**src/hdl/sid_pkg.sv**
```systemverilog
// Constants, types and register map of the sewing input dispatch block
package sid_pkg;

    // Input vector layout after bundling
    localparam int IDX_INHIBIT   = 0;
    localparam int IDX_TH2       = 1;
    localparam int IDX_TH1       = 2;
    localparam int IDX_TRIP      = 3;
    localparam int IDX_NOOP      = 4;
    localparam int IDX_START     = 5;
    localparam int IDX_HOME_REQ  = 6;
    localparam int IDX_HOME_KEY  = 7;
    localparam int IDX_FOOT      = 8;
    localparam int IDX_JOG       = 9;
    localparam int IDX_CLAMP     = 10;
    localparam int IDX_SEW_DONE  = 11;
    localparam int IDX_HOME_DONE = 12;
    localparam int IDX_GP0       = 13;
    localparam int NUM_GP        = 16;
    localparam int IN_W          = IDX_GP0 + NUM_GP;
    localparam int SYNC_STAGES   = 2;

    // Register bus geometry and offsets
    localparam int ADDR_W = 4;
    localparam int DATA_W = 16;
    localparam logic [3:0] OFS_CTRL     = 4'h0;
    localparam logic [3:0] OFS_STATUS   = 4'h1;
    localparam logic [3:0] OFS_IRQ_STAT = 4'h2;
    localparam logic [3:0] OFS_IRQ_MASK = 4'h3;
    localparam logic [3:0] OFS_ERRCODE  = 4'h4;
    localparam logic [3:0] OFS_GPO      = 4'h5;

    // Control fields and reset values
    localparam int CTRL_TH1_EN = 0;
    localparam int CTRL_TH2_EN = 1;
    localparam logic [1:0] CTRL_RST = 2'h0;

    // Event bits of status and mask
    localparam int EV_TRIP      = 0;
    localparam int EV_TH1       = 1;
    localparam int EV_TH2       = 2;
    localparam int EV_HOME_REJ  = 3;
    localparam int EV_START_IGN = 4;
    localparam int NUM_EV       = 5;
    localparam logic [4:0] EV_RST = 5'h00;

    // Low-air error code 025 in binary
    localparam logic [7:0] ERR_CODE_LOW_AIR = 8'h19;
    localparam logic [7:0] ERR_CODE_NONE    = 8'h00;

    typedef enum logic [1:0] {
        SID_IDLE,
        SID_SEWING,
        SID_HOMING,
        SID_ERROR
    } sid_state_type;

endpackage : sid_pkg

```
**src/hdl/sid_sig_if.sv**
```systemverilog
// Carrier of synchronised input levels and their rising edges
`timescale 1ns/1ps
interface sid_sig_if #(parameter int W = 29);
    logic [W-1:0] lvl;
    logic [W-1:0] rise;
    modport sync_src (output lvl);
    modport edge_mp  (input lvl, output rise);
    modport user     (input lvl, input rise);
endinterface : sid_sig_if

```
**src/hdl/sid_sync.sv**
```systemverilog
// Two-stage synchroniser for the bundled machine inputs
`timescale 1ns/1ps
module sid_sync #(
    parameter int W = 29
) (
    input  wire logic         sys_clk_in,
    input  wire logic         rst_b_in,
    input  wire logic [W-1:0] raw_in,
    sid_sig_if.sync_src       sig
);
    logic [W-1:0] meta_q;
    logic [W-1:0] lvl_q;

    // First stage feeds only the second stage
    always_ff @(posedge sys_clk_in or negedge rst_b_in) begin
        if (!rst_b_in) begin
            meta_q <= '0;
            lvl_q  <= '0;
        end else begin
            meta_q <= raw_in;
            lvl_q  <= meta_q;
        end
    end

    assign sig.lvl = lvl_q;
endmodule : sid_sync

```
**src/hdl/sid_edge.sv**
```systemverilog
// Rising edge finder over the synchronised input levels
`timescale 1ns/1ps
module sid_edge #(
    parameter int W = 29
) (
    input  wire logic sys_clk_in,
    input  wire logic rst_b_in,
    sid_sig_if.edge_mp sig
);
    logic [W-1:0] prev_q;

    // Previous level for edge comparison
    always_ff @(posedge sys_clk_in or negedge rst_b_in) begin
        if (!rst_b_in) begin
            prev_q <= '0;
        end else begin
            prev_q <= sig.lvl;
        end
    end

    // Triggers fire once per off-to-on change
    assign sig.rise = sig.lvl & ~prev_q;
endmodule : sid_edge

```
**src/hdl/sid_dispatch.sv**
```systemverilog
// Top of the input dispatch: requests, inhibits, trip, mirroring, registers
//
// Our own choices: the placing of the registers and strobed register access.
`timescale 1ns/1ps
module sid_dispatch (
    input  wire logic                      sys_clk_in,
    input  wire logic                      rst_b_in,
    // Machine inputs
    input  wire logic                      home_return_inhibit_in,
    input  wire logic                      thread_sensor_ch2_in,
    input  wire logic                      thread_sensor_primary_in,
    input  wire logic                      low_air_pressure_trip_in,
    input  wire logic                      no_operation_in,
    input  wire logic                      sewing_start_input_in,
    input  wire logic                      home_return_request_in,
    input  wire logic                      home_key_in,
    input  wire logic                      presser_foot_toggle_in,
    input  wire logic                      table_jog_positive_in,
    input  wire logic                      clamp_output_in,
    input  wire logic                      sew_done_in,
    input  wire logic                      home_done_in,
    input  wire logic [15:0]               general_input_n_in,
    // Register port
    input  wire logic [sid_pkg::ADDR_W-1:0] reg_addr_in,
    input  wire logic [sid_pkg::DATA_W-1:0] reg_wdata_in,
    input  wire logic                      reg_wr_in,
    input  wire logic                      reg_rd_in,
    output logic      [sid_pkg::DATA_W-1:0] reg_rdata_out,
    // Actions toward motion control and display
    output logic      [15:0]               general_output_n_out,
    output logic                           sew_start_out,
    output logic                           home_start_out,
    output logic                           abort_out,
    output logic                           error_valid_out,
    output logic      [7:0]                error_code_out,
    output logic      [1:0]                thread_break_out,
    output logic                           presser_foot_up_out,
    output logic                           table_jog_positive_out,
    output logic                           irq_out
);
    localparam int W = sid_pkg::IN_W;

    sid_sig_if #(.W(W)) sig ();

    logic [W-1:0]                raw;
    sid_pkg::sid_state_type      state_q;
    sid_pkg::sid_state_type      state_d;
    logic [1:0]                  ctrl_q;
    logic [sid_pkg::NUM_EV-1:0]  ev_stat_q;
    logic [sid_pkg::NUM_EV-1:0]  ev_mask_q;
    logic [sid_pkg::NUM_EV-1:0]  ev_set;
    logic [sid_pkg::NUM_EV-1:0]  ev_clr;
    logic                        err_q;
    logic                        trip;
    logic                        noop;
    logic                        inhibit;
    logic                        clamp;
    logic                        go_ok;
    logic                        start_rise;
    logic                        home_rise;
    logic                        foot_rise;
    logic                        sew_go;
    logic                        home_go;
    logic                        home_rej;
    logic                        start_ign;
    logic [1:0]                  th_lvl;
    logic [1:0]                  th_prev_q;
    logic [sid_pkg::DATA_W-1:0]  rd_mux;

    // Bundle the pins into one vector
    assign raw = {general_input_n_in, home_done_in, sew_done_in,
                  clamp_output_in, table_jog_positive_in,
                  presser_foot_toggle_in, home_key_in,
                  home_return_request_in, sewing_start_input_in,
                  no_operation_in, low_air_pressure_trip_in,
                  thread_sensor_primary_in, thread_sensor_ch2_in,
                  home_return_inhibit_in};

    sid_sync #(.W(W)) u_sync (
        .sys_clk_in (sys_clk_in),
        .rst_b_in   (rst_b_in),
        .raw_in     (raw),
        .sig        (sig.sync_src)
    );

    sid_edge #(.W(W)) u_edge (
        .sys_clk_in (sys_clk_in),
        .rst_b_in   (rst_b_in),
        .sig        (sig.edge_mp)
    );

    // Levels and edges used by the dispatch
    assign trip       = sig.lvl[sid_pkg::IDX_TRIP];
    assign noop       = sig.lvl[sid_pkg::IDX_NOOP];
    assign inhibit    = sig.lvl[sid_pkg::IDX_INHIBIT];
    assign clamp      = sig.lvl[sid_pkg::IDX_CLAMP];
    assign start_rise = sig.rise[sid_pkg::IDX_START];
    assign home_rise  = sig.rise[sid_pkg::IDX_HOME_REQ]
                      | sig.rise[sid_pkg::IDX_HOME_KEY];
    assign foot_rise  = sig.rise[sid_pkg::IDX_FOOT];

    // Requests are only acted on when idle, free of trip and no-op
    assign go_ok     = (state_q == sid_pkg::SID_IDLE) && !err_q
                     && !trip && !noop;
    assign sew_go    = start_rise && clamp && go_ok;
    assign start_ign = start_rise && !sew_go;
    assign home_go   = home_rise && !inhibit && go_ok;
    assign home_rej  = home_rise && !(home_go && !sew_go);

    // Thread break channels gated by their enables
    assign th_lvl[0] = ctrl_q[sid_pkg::CTRL_TH1_EN]
                     && sig.lvl[sid_pkg::IDX_TH1];
    assign th_lvl[1] = ctrl_q[sid_pkg::CTRL_TH2_EN]
                     && sig.lvl[sid_pkg::IDX_TH2];

    // Operation sequencer
    always_comb begin
        state_d = state_q;
        case (state_q)
            sid_pkg::SID_IDLE: begin
                if (sew_go) begin
                    state_d = sid_pkg::SID_SEWING;
                end else if (home_go) begin
                    state_d = sid_pkg::SID_HOMING;
                end
            end
            sid_pkg::SID_SEWING: begin
                if (sig.lvl[sid_pkg::IDX_SEW_DONE]) begin
                    state_d = sid_pkg::SID_IDLE;
                end
            end
            sid_pkg::SID_HOMING: begin
                if (sig.lvl[sid_pkg::IDX_HOME_DONE]) begin
                    state_d = sid_pkg::SID_IDLE;
                end
            end
            sid_pkg::SID_ERROR: begin
                state_d = sid_pkg::SID_ERROR;
            end
            default: begin
                state_d = sid_pkg::SID_IDLE;
            end
        endcase
        if (trip || err_q) begin
            state_d = sid_pkg::SID_ERROR;
        end
    end

    // State register
    always_ff @(posedge sys_clk_in or negedge rst_b_in) begin
        if (!rst_b_in) begin
            state_q <= sid_pkg::SID_IDLE;
        end else begin
            state_q <= state_d;
        end
    end

    // Low-air error latch, cleared only by reset
    always_ff @(posedge sys_clk_in or negedge rst_b_in) begin
        if (!rst_b_in) begin
            err_q           <= 1'b0;
            error_valid_out <= 1'b0;
            error_code_out  <= sid_pkg::ERR_CODE_NONE;
            abort_out       <= 1'b0;
        end else begin
            err_q           <= err_q | trip;
            error_valid_out <= err_q | trip;
            abort_out       <= err_q | trip;
            error_code_out  <= (err_q | trip) ? sid_pkg::ERR_CODE_LOW_AIR
                                              : sid_pkg::ERR_CODE_NONE;
        end
    end

    // One-cycle start pulses toward motion control
    always_ff @(posedge sys_clk_in or negedge rst_b_in) begin
        if (!rst_b_in) begin
            sew_start_out  <= 1'b0;
            home_start_out <= 1'b0;
        end else begin
            sew_start_out  <= sew_go;
            home_start_out <= home_go && !sew_go;
        end
    end

    // Presser foot toggles: first press up, next press down
    always_ff @(posedge sys_clk_in or negedge rst_b_in) begin
        if (!rst_b_in) begin
            presser_foot_up_out <= 1'b0;
        end else if (foot_rise && !noop && !trip && !err_q) begin
            presser_foot_up_out <= !presser_foot_up_out;
        end
    end

    // Positive jog follows its level while quiet
    always_ff @(posedge sys_clk_in or negedge rst_b_in) begin
        if (!rst_b_in) begin
            table_jog_positive_out <= 1'b0;
        end else begin
            table_jog_positive_out <= sig.lvl[sid_pkg::IDX_JOG] && go_ok;
        end
    end

    // General inputs mirrored to outputs
    always_ff @(posedge sys_clk_in or negedge rst_b_in) begin
        if (!rst_b_in) begin
            general_output_n_out <= 16'h0000;
        end else begin
            general_output_n_out <= sig.lvl[sid_pkg::IDX_GP0 +: 16];
        end
    end

    // Thread break outputs and their previous levels
    always_ff @(posedge sys_clk_in or negedge rst_b_in) begin
        if (!rst_b_in) begin
            thread_break_out <= 2'h0;
            th_prev_q        <= 2'h0;
        end else begin
            thread_break_out <= th_lvl;
            th_prev_q        <= th_lvl;
        end
    end

    // Control register: thread sensor enables
    always_ff @(posedge sys_clk_in or negedge rst_b_in) begin
        if (!rst_b_in) begin
            ctrl_q <= sid_pkg::CTRL_RST;
        end else if (reg_wr_in && reg_addr_in == sid_pkg::OFS_CTRL) begin
            ctrl_q <= reg_wdata_in[1:0];
        end
    end

    // Event sources and write-one-to-clear strobes
    always_comb begin
        ev_set = '0;
        ev_set[sid_pkg::EV_TRIP]      = trip && !err_q;
        ev_set[sid_pkg::EV_TH1]       = th_lvl[0] && !th_prev_q[0];
        ev_set[sid_pkg::EV_TH2]       = th_lvl[1] && !th_prev_q[1];
        ev_set[sid_pkg::EV_HOME_REJ]  = home_rej;
        ev_set[sid_pkg::EV_START_IGN] = start_ign;
        ev_clr = '0;
        if (reg_wr_in && reg_addr_in == sid_pkg::OFS_IRQ_STAT) begin
            ev_clr = reg_wdata_in[sid_pkg::NUM_EV-1:0];
        end
    end

    // Sticky status: a new event wins over a clear
    always_ff @(posedge sys_clk_in or negedge rst_b_in) begin
        if (!rst_b_in) begin
            ev_stat_q <= sid_pkg::EV_RST;
        end else begin
            ev_stat_q <= (ev_stat_q & ~ev_clr) | ev_set;
        end
    end

    // Interrupt mask
    always_ff @(posedge sys_clk_in or negedge rst_b_in) begin
        if (!rst_b_in) begin
            ev_mask_q <= sid_pkg::EV_RST;
        end else if (reg_wr_in && reg_addr_in == sid_pkg::OFS_IRQ_MASK) begin
            ev_mask_q <= reg_wdata_in[sid_pkg::NUM_EV-1:0];
        end
    end

    // Interrupt level from the next status value
    always_ff @(posedge sys_clk_in or negedge rst_b_in) begin
        if (!rst_b_in) begin
            irq_out <= 1'b0;
        end else begin
            irq_out <= |(((ev_stat_q & ~ev_clr) | ev_set) & ev_mask_q);
        end
    end

    // Read multiplexer; unmapped offsets read zero
    always_comb begin
        rd_mux = '0;
        case (reg_addr_in)
            sid_pkg::OFS_CTRL:     rd_mux[1:0] = ctrl_q;
            sid_pkg::OFS_STATUS: begin
                rd_mux[0] = (state_q == sid_pkg::SID_SEWING);
                rd_mux[1] = (state_q == sid_pkg::SID_HOMING);
                rd_mux[2] = err_q;
                rd_mux[3] = presser_foot_up_out;
                rd_mux[4] = noop;
                rd_mux[5] = clamp;
            end
            sid_pkg::OFS_IRQ_STAT: rd_mux[sid_pkg::NUM_EV-1:0] = ev_stat_q;
            sid_pkg::OFS_IRQ_MASK: rd_mux[sid_pkg::NUM_EV-1:0] = ev_mask_q;
            sid_pkg::OFS_ERRCODE:  rd_mux[7:0] = error_code_out;
            sid_pkg::OFS_GPO:      rd_mux = general_output_n_out;
            default:               rd_mux = '0;
        endcase
    end

    // Read data stands only in the cycle after the strobe
    always_ff @(posedge sys_clk_in or negedge rst_b_in) begin
        if (!rst_b_in) begin
            reg_rdata_out <= '0;
        end else begin
            reg_rdata_out <= reg_rd_in ? rd_mux : '0;
        end
    end
endmodule : sid_dispatch

```
**config.mk**
```make
export PLATFORM = sky130hd
export DESIGN_NAME = sid_dispatch
export DESIGN_NICKNAME = d
export VERILOG_FILES = /design/src/hdl/sid_pkg.sv /design/src/hdl/sid_sig_if.sv /design/src/hdl/sid_sync.sv /design/src/hdl/sid_edge.sv /design/src/hdl/sid_dispatch.sv
export SDC_FILE = /design/constraint.sdc
export NUM_CORES = 1
export LEC_CHECK = 0
export BUFFER_PORTS_ARGS = -buffer_cell sky130_fd_sc_hd__buf_2
export CAP_MARGIN = 20
export CORE_MARGIN = 3
export CORE_UTILIZATION = 46
export CTS_CLUSTER_DIAMETER = 120
export CTS_CLUSTER_SIZE = 16
export DETAILED_ROUTE_END_ITERATION = 7
export GPL_TIMING_DRIVEN = 0
export HOLD_SLACK_MARGIN = 0.1
export PLACE_DENSITY_LB_ADDON = 0.1
export SYNTH_ARGS = -nofsm -noshare
export SYNTH_HDL_FRONTEND = slang
export SYNTH_SLANG_ARGS = --single-unit
```
**constraint.sdc**
```tcl
create_clock -name sys_clk_in -period 1.5 [get_ports sys_clk_in]
set_clock_uncertainty 0.15 [all_clocks]
set_input_delay 0.075 -clock sys_clk_in [delete_from_list [all_inputs] [get_ports sys_clk_in]]
set_output_delay 0.075 -clock sys_clk_in [all_outputs]
set_load 0.01 [all_outputs]
```
## Yosys cells after proc, flatten, opt, wreduce, memory -nomap -nowiden

Index checks and enable logic that the tools add are counted.

- Register bits after elaboration: 126
- Input port bits: 53

- Mux-type cells: 14
- Reductions and logical operators: 36
- Equal/unequal tests: 11
- Bitwise logic cells: 8

Operators by type and width:

| kind | count |
|---|---|
| 1-bit logical AND | 22 |
| 16-bit two-way mux | 1 |
| 3-bit case mux with 5 select lines | 1 |
| 2-bit case mux with 6 select lines | 1 |
| 5-bit bitwise AND | 2 |
| 2-bit two-way mux | 5 |
| 5-bit two-way mux | 2 |
| 9-bit bitwise AND | 1 |
| 1-bit zero test | 9 |
| 9-bit NOT | 1 |
| 4-bit by 2-bit equality test with 1-bit output (second input constant) | 2 |
| 4-bit by 3-bit equality test with 1-bit output (second input constant) | 2 |
| 8-bit two-way mux | 1 |
| 2-bit case mux with 4 select lines | 1 |
| 3-bit by 2-bit != test with 1-bit output (second input constant) | 2 |
| 5-bit NOT | 1 |
| 5-bit bitwise OR | 1 |
| 5-bit OR reduction | 1 |
| 2-bit equality test (second input constant) | 2 |
| 4-bit by 1-bit equality test with 1-bit output (second input constant) | 1 |
| 4-bit zero test | 1 |
| 4-bit by 3-bit != test with 1-bit output (second input constant) | 1 |
| 2-bit case mux with 2 select lines | 1 |
| 1-bit case mux with 3 select lines | 1 |
| 5 further kinds | 6 |

## Logic depth before layout (Yosys ltp)

- Word-level depth: 12
- Depth in mapped cells: 6
- Depth with buffers taken out: 4

## Cells and area by module

From an unflattened synthesis, not the netlist that was laid out.

- Cell total of the unflattened synthesis: 304
- Area, all modules: 4877.2 um^2

By module, submodules not included:

| module | instances | area each (um^2) | cells an instance |
|---|---|---|---|
| sid_dispatch | 1 | 2301.0 | 188 |
| sid_sync | 1 | 1451.4 | 58 |
| sid_edge | 1 | 1124.8 | 58 |

## Worst setup path before layout

OpenSTA, ideal clock, no wires.

- Path type: register -> register
- Start: register error_code_out[3] (netlist name)
- End: register irq_out
- Setup time: 0.134 ns
- Data required time: 1.216 ns
- Slack: -0.043 ns
- Arrival time: 1.259 ns
- Cell stages (with the launch flop): 5
- Cell sequence: dfrtp_1 nor2_1 nand4_1 a32oi_1 nand4_1

RTL lines:

| what | RTL line | text |
|---|---|---|
| end signal: assignment | sid_dispatch.sv:269 | `irq_out <= \|(((ev_stat_q & ~ev_clr) \| ev_set) & ev_mask_q);` |
| end: declaration | sid_dispatch.sv:39 | `output logic irq_out` |

## Worst setup path in the final report

- Start: register u_sync.lvl_q[4], in the netlist u_sync.sig.lvl[4]
- End: register ev_stat_q[3] (netlist bit)

- Longest elaborated chain between the ends: 8

RTL lines:

| what | RTL line | text |
|---|---|---|
| start: declaration | sid_sync.sv:12 | `logic [W-1:0] lvl_q;` |
| start signal: assignment | sid_sync.sv:21 | `lvl_q <= meta_q;` |
| 1-bit zero test * | sid_dispatch.sv:104 | `&& !trip && !noop;` |
| 1-bit logical AND * | sid_dispatch.sv:104 |  |
| 1-bit logical AND | sid_dispatch.sv:105 | `assign sew_go = start_rise && clamp && go_ok;` |
| 1-bit zero test | sid_dispatch.sv:108 | `assign home_rej = home_rise && !(home_go && !sew_go);` |
| 1-bit logical AND * | sid_dispatch.sv:108 |  |
| 1-bit zero test * | sid_dispatch.sv:108 |  |
| 1-bit logical AND * | sid_dispatch.sv:108 |  |
| 5-bit bitwise OR * | sid_dispatch.sv:251 | `ev_stat_q <= (ev_stat_q & ~ev_clr) \| ev_set;` |
| end signal: assignment | sid_dispatch.sv:249 | `ev_stat_q <= sid_pkg::EV_RST;` |
| end signal: assignment | sid_dispatch.sv:251 |  |
| end: declaration | sid_dispatch.sv:49 | `logic [sid_pkg::NUM_EV-1:0] ev_stat_q;` |

Mark *: on every way between the ends. The rest lies on a longest branch, timed or not.
A chain may end at the register's enable or synchronous reset.

==> impl_results.md <==
- Ant diodes: 0
- Post-synth top area share: 0.7552
- PwrDens: 1351 nW/um^2
- Status: finished, violations left
- Register-to-register path setup slack: -0.07 ns
- Seq/Total Area, Yosys: 0.7552
- DIE AREA: 9489 sq um
- Worst skew pair latency: 0.50 ns
- Reg clk slew, reported paths: 0.06 ns
- Slew HR: 0.5468
- Seq cells post-synth: 116
- Worst Path Required: 1.74 ns
- Slack of the critical path: -0.06667 ns
- Violated checks: setup timing
- Initial DRC count: 98
- First-pass GRT wire length: 14.41 mm
- Area delta synth->final: 56.80%
- Die Ht: 97.41 microns
- Achievable frequency: 638.3 MHz
- Post-detail-place hpwl: 4.873 mm
- Syn avg cell area: 15.13 sq um
- Max Cap Viol: 0
- Static Leakage: 0.002878 uW
- Layout cell share with drive strength beyond 1: 0.3270
- H-tree depth: 4
- Worst Tran Pin Value: 0.6799 ns
- Final setup fails: 4
- Via count: 2751
- IO buf count: 84
- Ports: 102
- Clock Tree Root: clkbuf_8
- Final Instance Area: 6027 sq um
- Pwr Total: 8144 uW
- Final WL: 8.671 mm
- Largest net degree at the start of global routing: 63
- Hold slack: 0.01141 ns
- Unrepaired setup endpoints after global routing: yes
- Num CTS Buffers: 17
- CP startpoint kind: flop
- Initial cell density of the core: 0.4848
- DR vias/cell: 4.801
- CTS tree: done
- Router iterations before antenna repair: 4
- Initial antenna violation count: 0
- Critical Path AT: 1.81 ns
- Crit. End Element: flop
- Die width: 97.41 microns
- HP Class: in -> async
- Largest fanout on the critical path: 4
- Synth warn: 0
- Total Nets Final: 512
- Top area cells in the synthesized netlist: dfrtp_1 (76%), and2_1 (2.4%), buf_4 (2.0%)
- Placed standard-cell area: 4439 sq um
- WL per Instance: 15.13 microns
- Final slew viol count: 0
- # DRC: 0
- Synthesized area: 3844 sq um
- Max Buffers Root-to-Sink: 2
- Final Hold Vio Count: 0
- Fin cells: 573
- Row count: 32
- Total GRT Usage: 0.1982
- Final ANT Viol Nets: 0
- GRT overflow: 0
- Synth area leader: dfrtp_1
- Post-synthesis cell count: 254
- Placer Congestion: 0.8307
- Core area: 7928 sq um
- Cell variety after synth: 44
- Placed Cells: 445
- Vias in the first global route: 2989
- Sinks on Clock Net: 116
- Max VDD drop: 0.8619 mV
- Final Core Density: 0.7603
- Period utilization: 1.044
- Crit Path Category: reg -> reg
- Clock period minus worst slack: 1.567 ns
[layout by cell type, fill, tap and decap left out, types with 3 or more instances in the layout]
master / synthesis / routed
buf_2: 4 / 87
mux2_1: 3 / 3
a32oi_1: 5 / 5
a21o_1: 3 / 3
nand4_1: 4 / 4
nand2_1: 8 / 8
nor2b_1: 5 / 5
dlygate4sd3_1: 0 / 88
a31oi_1: 5 / 5
bufinv_16: 0 / 3
and2_1: 15 / 15
buf_4: 10 / 19
inv_1: 10 / 10
or2_1: 5 / 5
clkbuf_16: 0 / 16
a21oi_1: 5 / 5
mux2_4: 5 / 5
conb_1: 1 / 5
inv_6: 0 / 5
dfrtp_1: 116 / 114
nor2_1: 6 / 5
and3b_1: 3 / 3
nand3_1: 3 / 3
o21ai_0: 4 / 4
[report_power, final]
part           total [uW]  leakage, uW  internal [uW]  switching [uW]
sequential           3430      0.00138           3320             107
clock                4030     0.000289           2590            1440
combinational         691      0.00121            401             290
[cells by family (layout without fill, tap and decap cells)]
| kind of cell | count (synthesis) | after routing | synth area share |
|---|---|---|---|
| buffers and inverters | 24 | 237 | 0.03451 |
| muxes | 10 | 10 | 0.03353 |
| and+or+nand+nor | 66 | 66 | 0.1094 |
| xor gates and xnor gates | 1 | 1 | 0.002279 |
| AOI/OAI and AO/OA | 36 | 36 | 0.06413 |
| other | 1 | 5 | 0.0009756 |
| DFF | 116 | 116 | 0.7552 |
[stage by stage]
step           TNS, ns  setup slack, ns
3_5_place_dp   -0.5320          -0.2639
2_1_floorplan        0          0.05304
3_3_place_gp   -123.90           -1.070
4_1_cts        -0.1266         -0.05566
6_report       -0.1432         -0.06667
5_1_grt        -0.7371          -0.1651
[worst paths after layout]
path | startpoint | depth (start not counted) | end
max | u_sync.sig.lvl[4] | 4 | ev_stat_q[3]
max in group asynchronous | rst_b_in | 3 | error_code_out[3]
min | rst_b_in | 2 | reg_rdata_out[14]
min in group sys_clk_in | reg_addr_in[0] | 5 | ev_stat_q[0]
max reg2reg | u_sync.sig.lvl[4] | 4 | ev_stat_q[3]
min reg2reg | u_sync.meta_q[28] | 0 | u_sync.sig.lvl[28]
[Yosys cell counts, drive strengths merged]
cell type,count
a22o,1
a21oi,5
nor3,3
a22oi,1
buf,14
or2,5
a32oi,5
o211ai,2
nand2b,1
mux2,8
a21o,3
xnor2,1
o21a,2
nor2b,5
nand3,4
inv,10
dfrtp,116
and2,15
and3b,3
nor3b,3
o21ai,6
nand2,8
nor2,7
a31oi,5
nand4,4
a211o,1
nand3b,1
a311oi,1
o22a,1
or3b,2
or3,2
mux2i,2
nand4b,2
and3,1
a21boi,2
conb,1
o22ai,1
[metal layers]
layer  track usage  vias up  part of all wire
li1              -     1270                 -
met1        0.2408     1357              0.42
met2        0.3268      104              0.50
met3       0.05599       20             0.059
met4       0.09478        0             0.019
met5             0        -                 0
[layout make-up]
cell class	count	area (sq um)
Inverter	10	37.54
Fill cell	514	1901
Timing Repair Buffer	182	1404
Clock inverter	13	171.4
Buffer	14	95.09
Multi-Input combinational cell	118	858.3
Clock buffer	18	427.9
Tap cell	102	127.6
Sequential cell	116	2905
[what timing repair did]
action / CTS / global route
gates resized for setup: 3 / 7
buffers inserted: 3 / 5
pin swaps: 4 / 7
hold endpoints to repair: 174 / 56
hold buffers: 89 / 2
setup endpoints to repair: 12 / 26
[critical path: stages, from the launching register on]
cell	delay (ns)
dfrtp_1	0.43
nor3_4	0.27
nand4_1	0.19
buf_4	0.18
a22o_1	0.22
[registers in the layout, indices dropped and copies added (netlist names)]
| register | flops |
|---|---|
| u_sync.sig.lvl | 29 |
| u_edge.prev_q | 4 |
| ev_mask_q | 5 |
| state_q | 2 |
| general_output_n_out | 16 |
| ev_stat_q | 5 |
| ctrl_q | 2 |
| presser_foot_up_out | 1 |
| reg_rdata_out | 16 |
| irq_out | 1 |
| home_start_out | 1 |
| u_sync.meta_q | 29 |
| error_code_out | 1 |
| th_prev_q | 2 |
| table_jog_positive_out | 1 |
| sew_start_out | 1 |
Power figures use the tool's default switching activity.
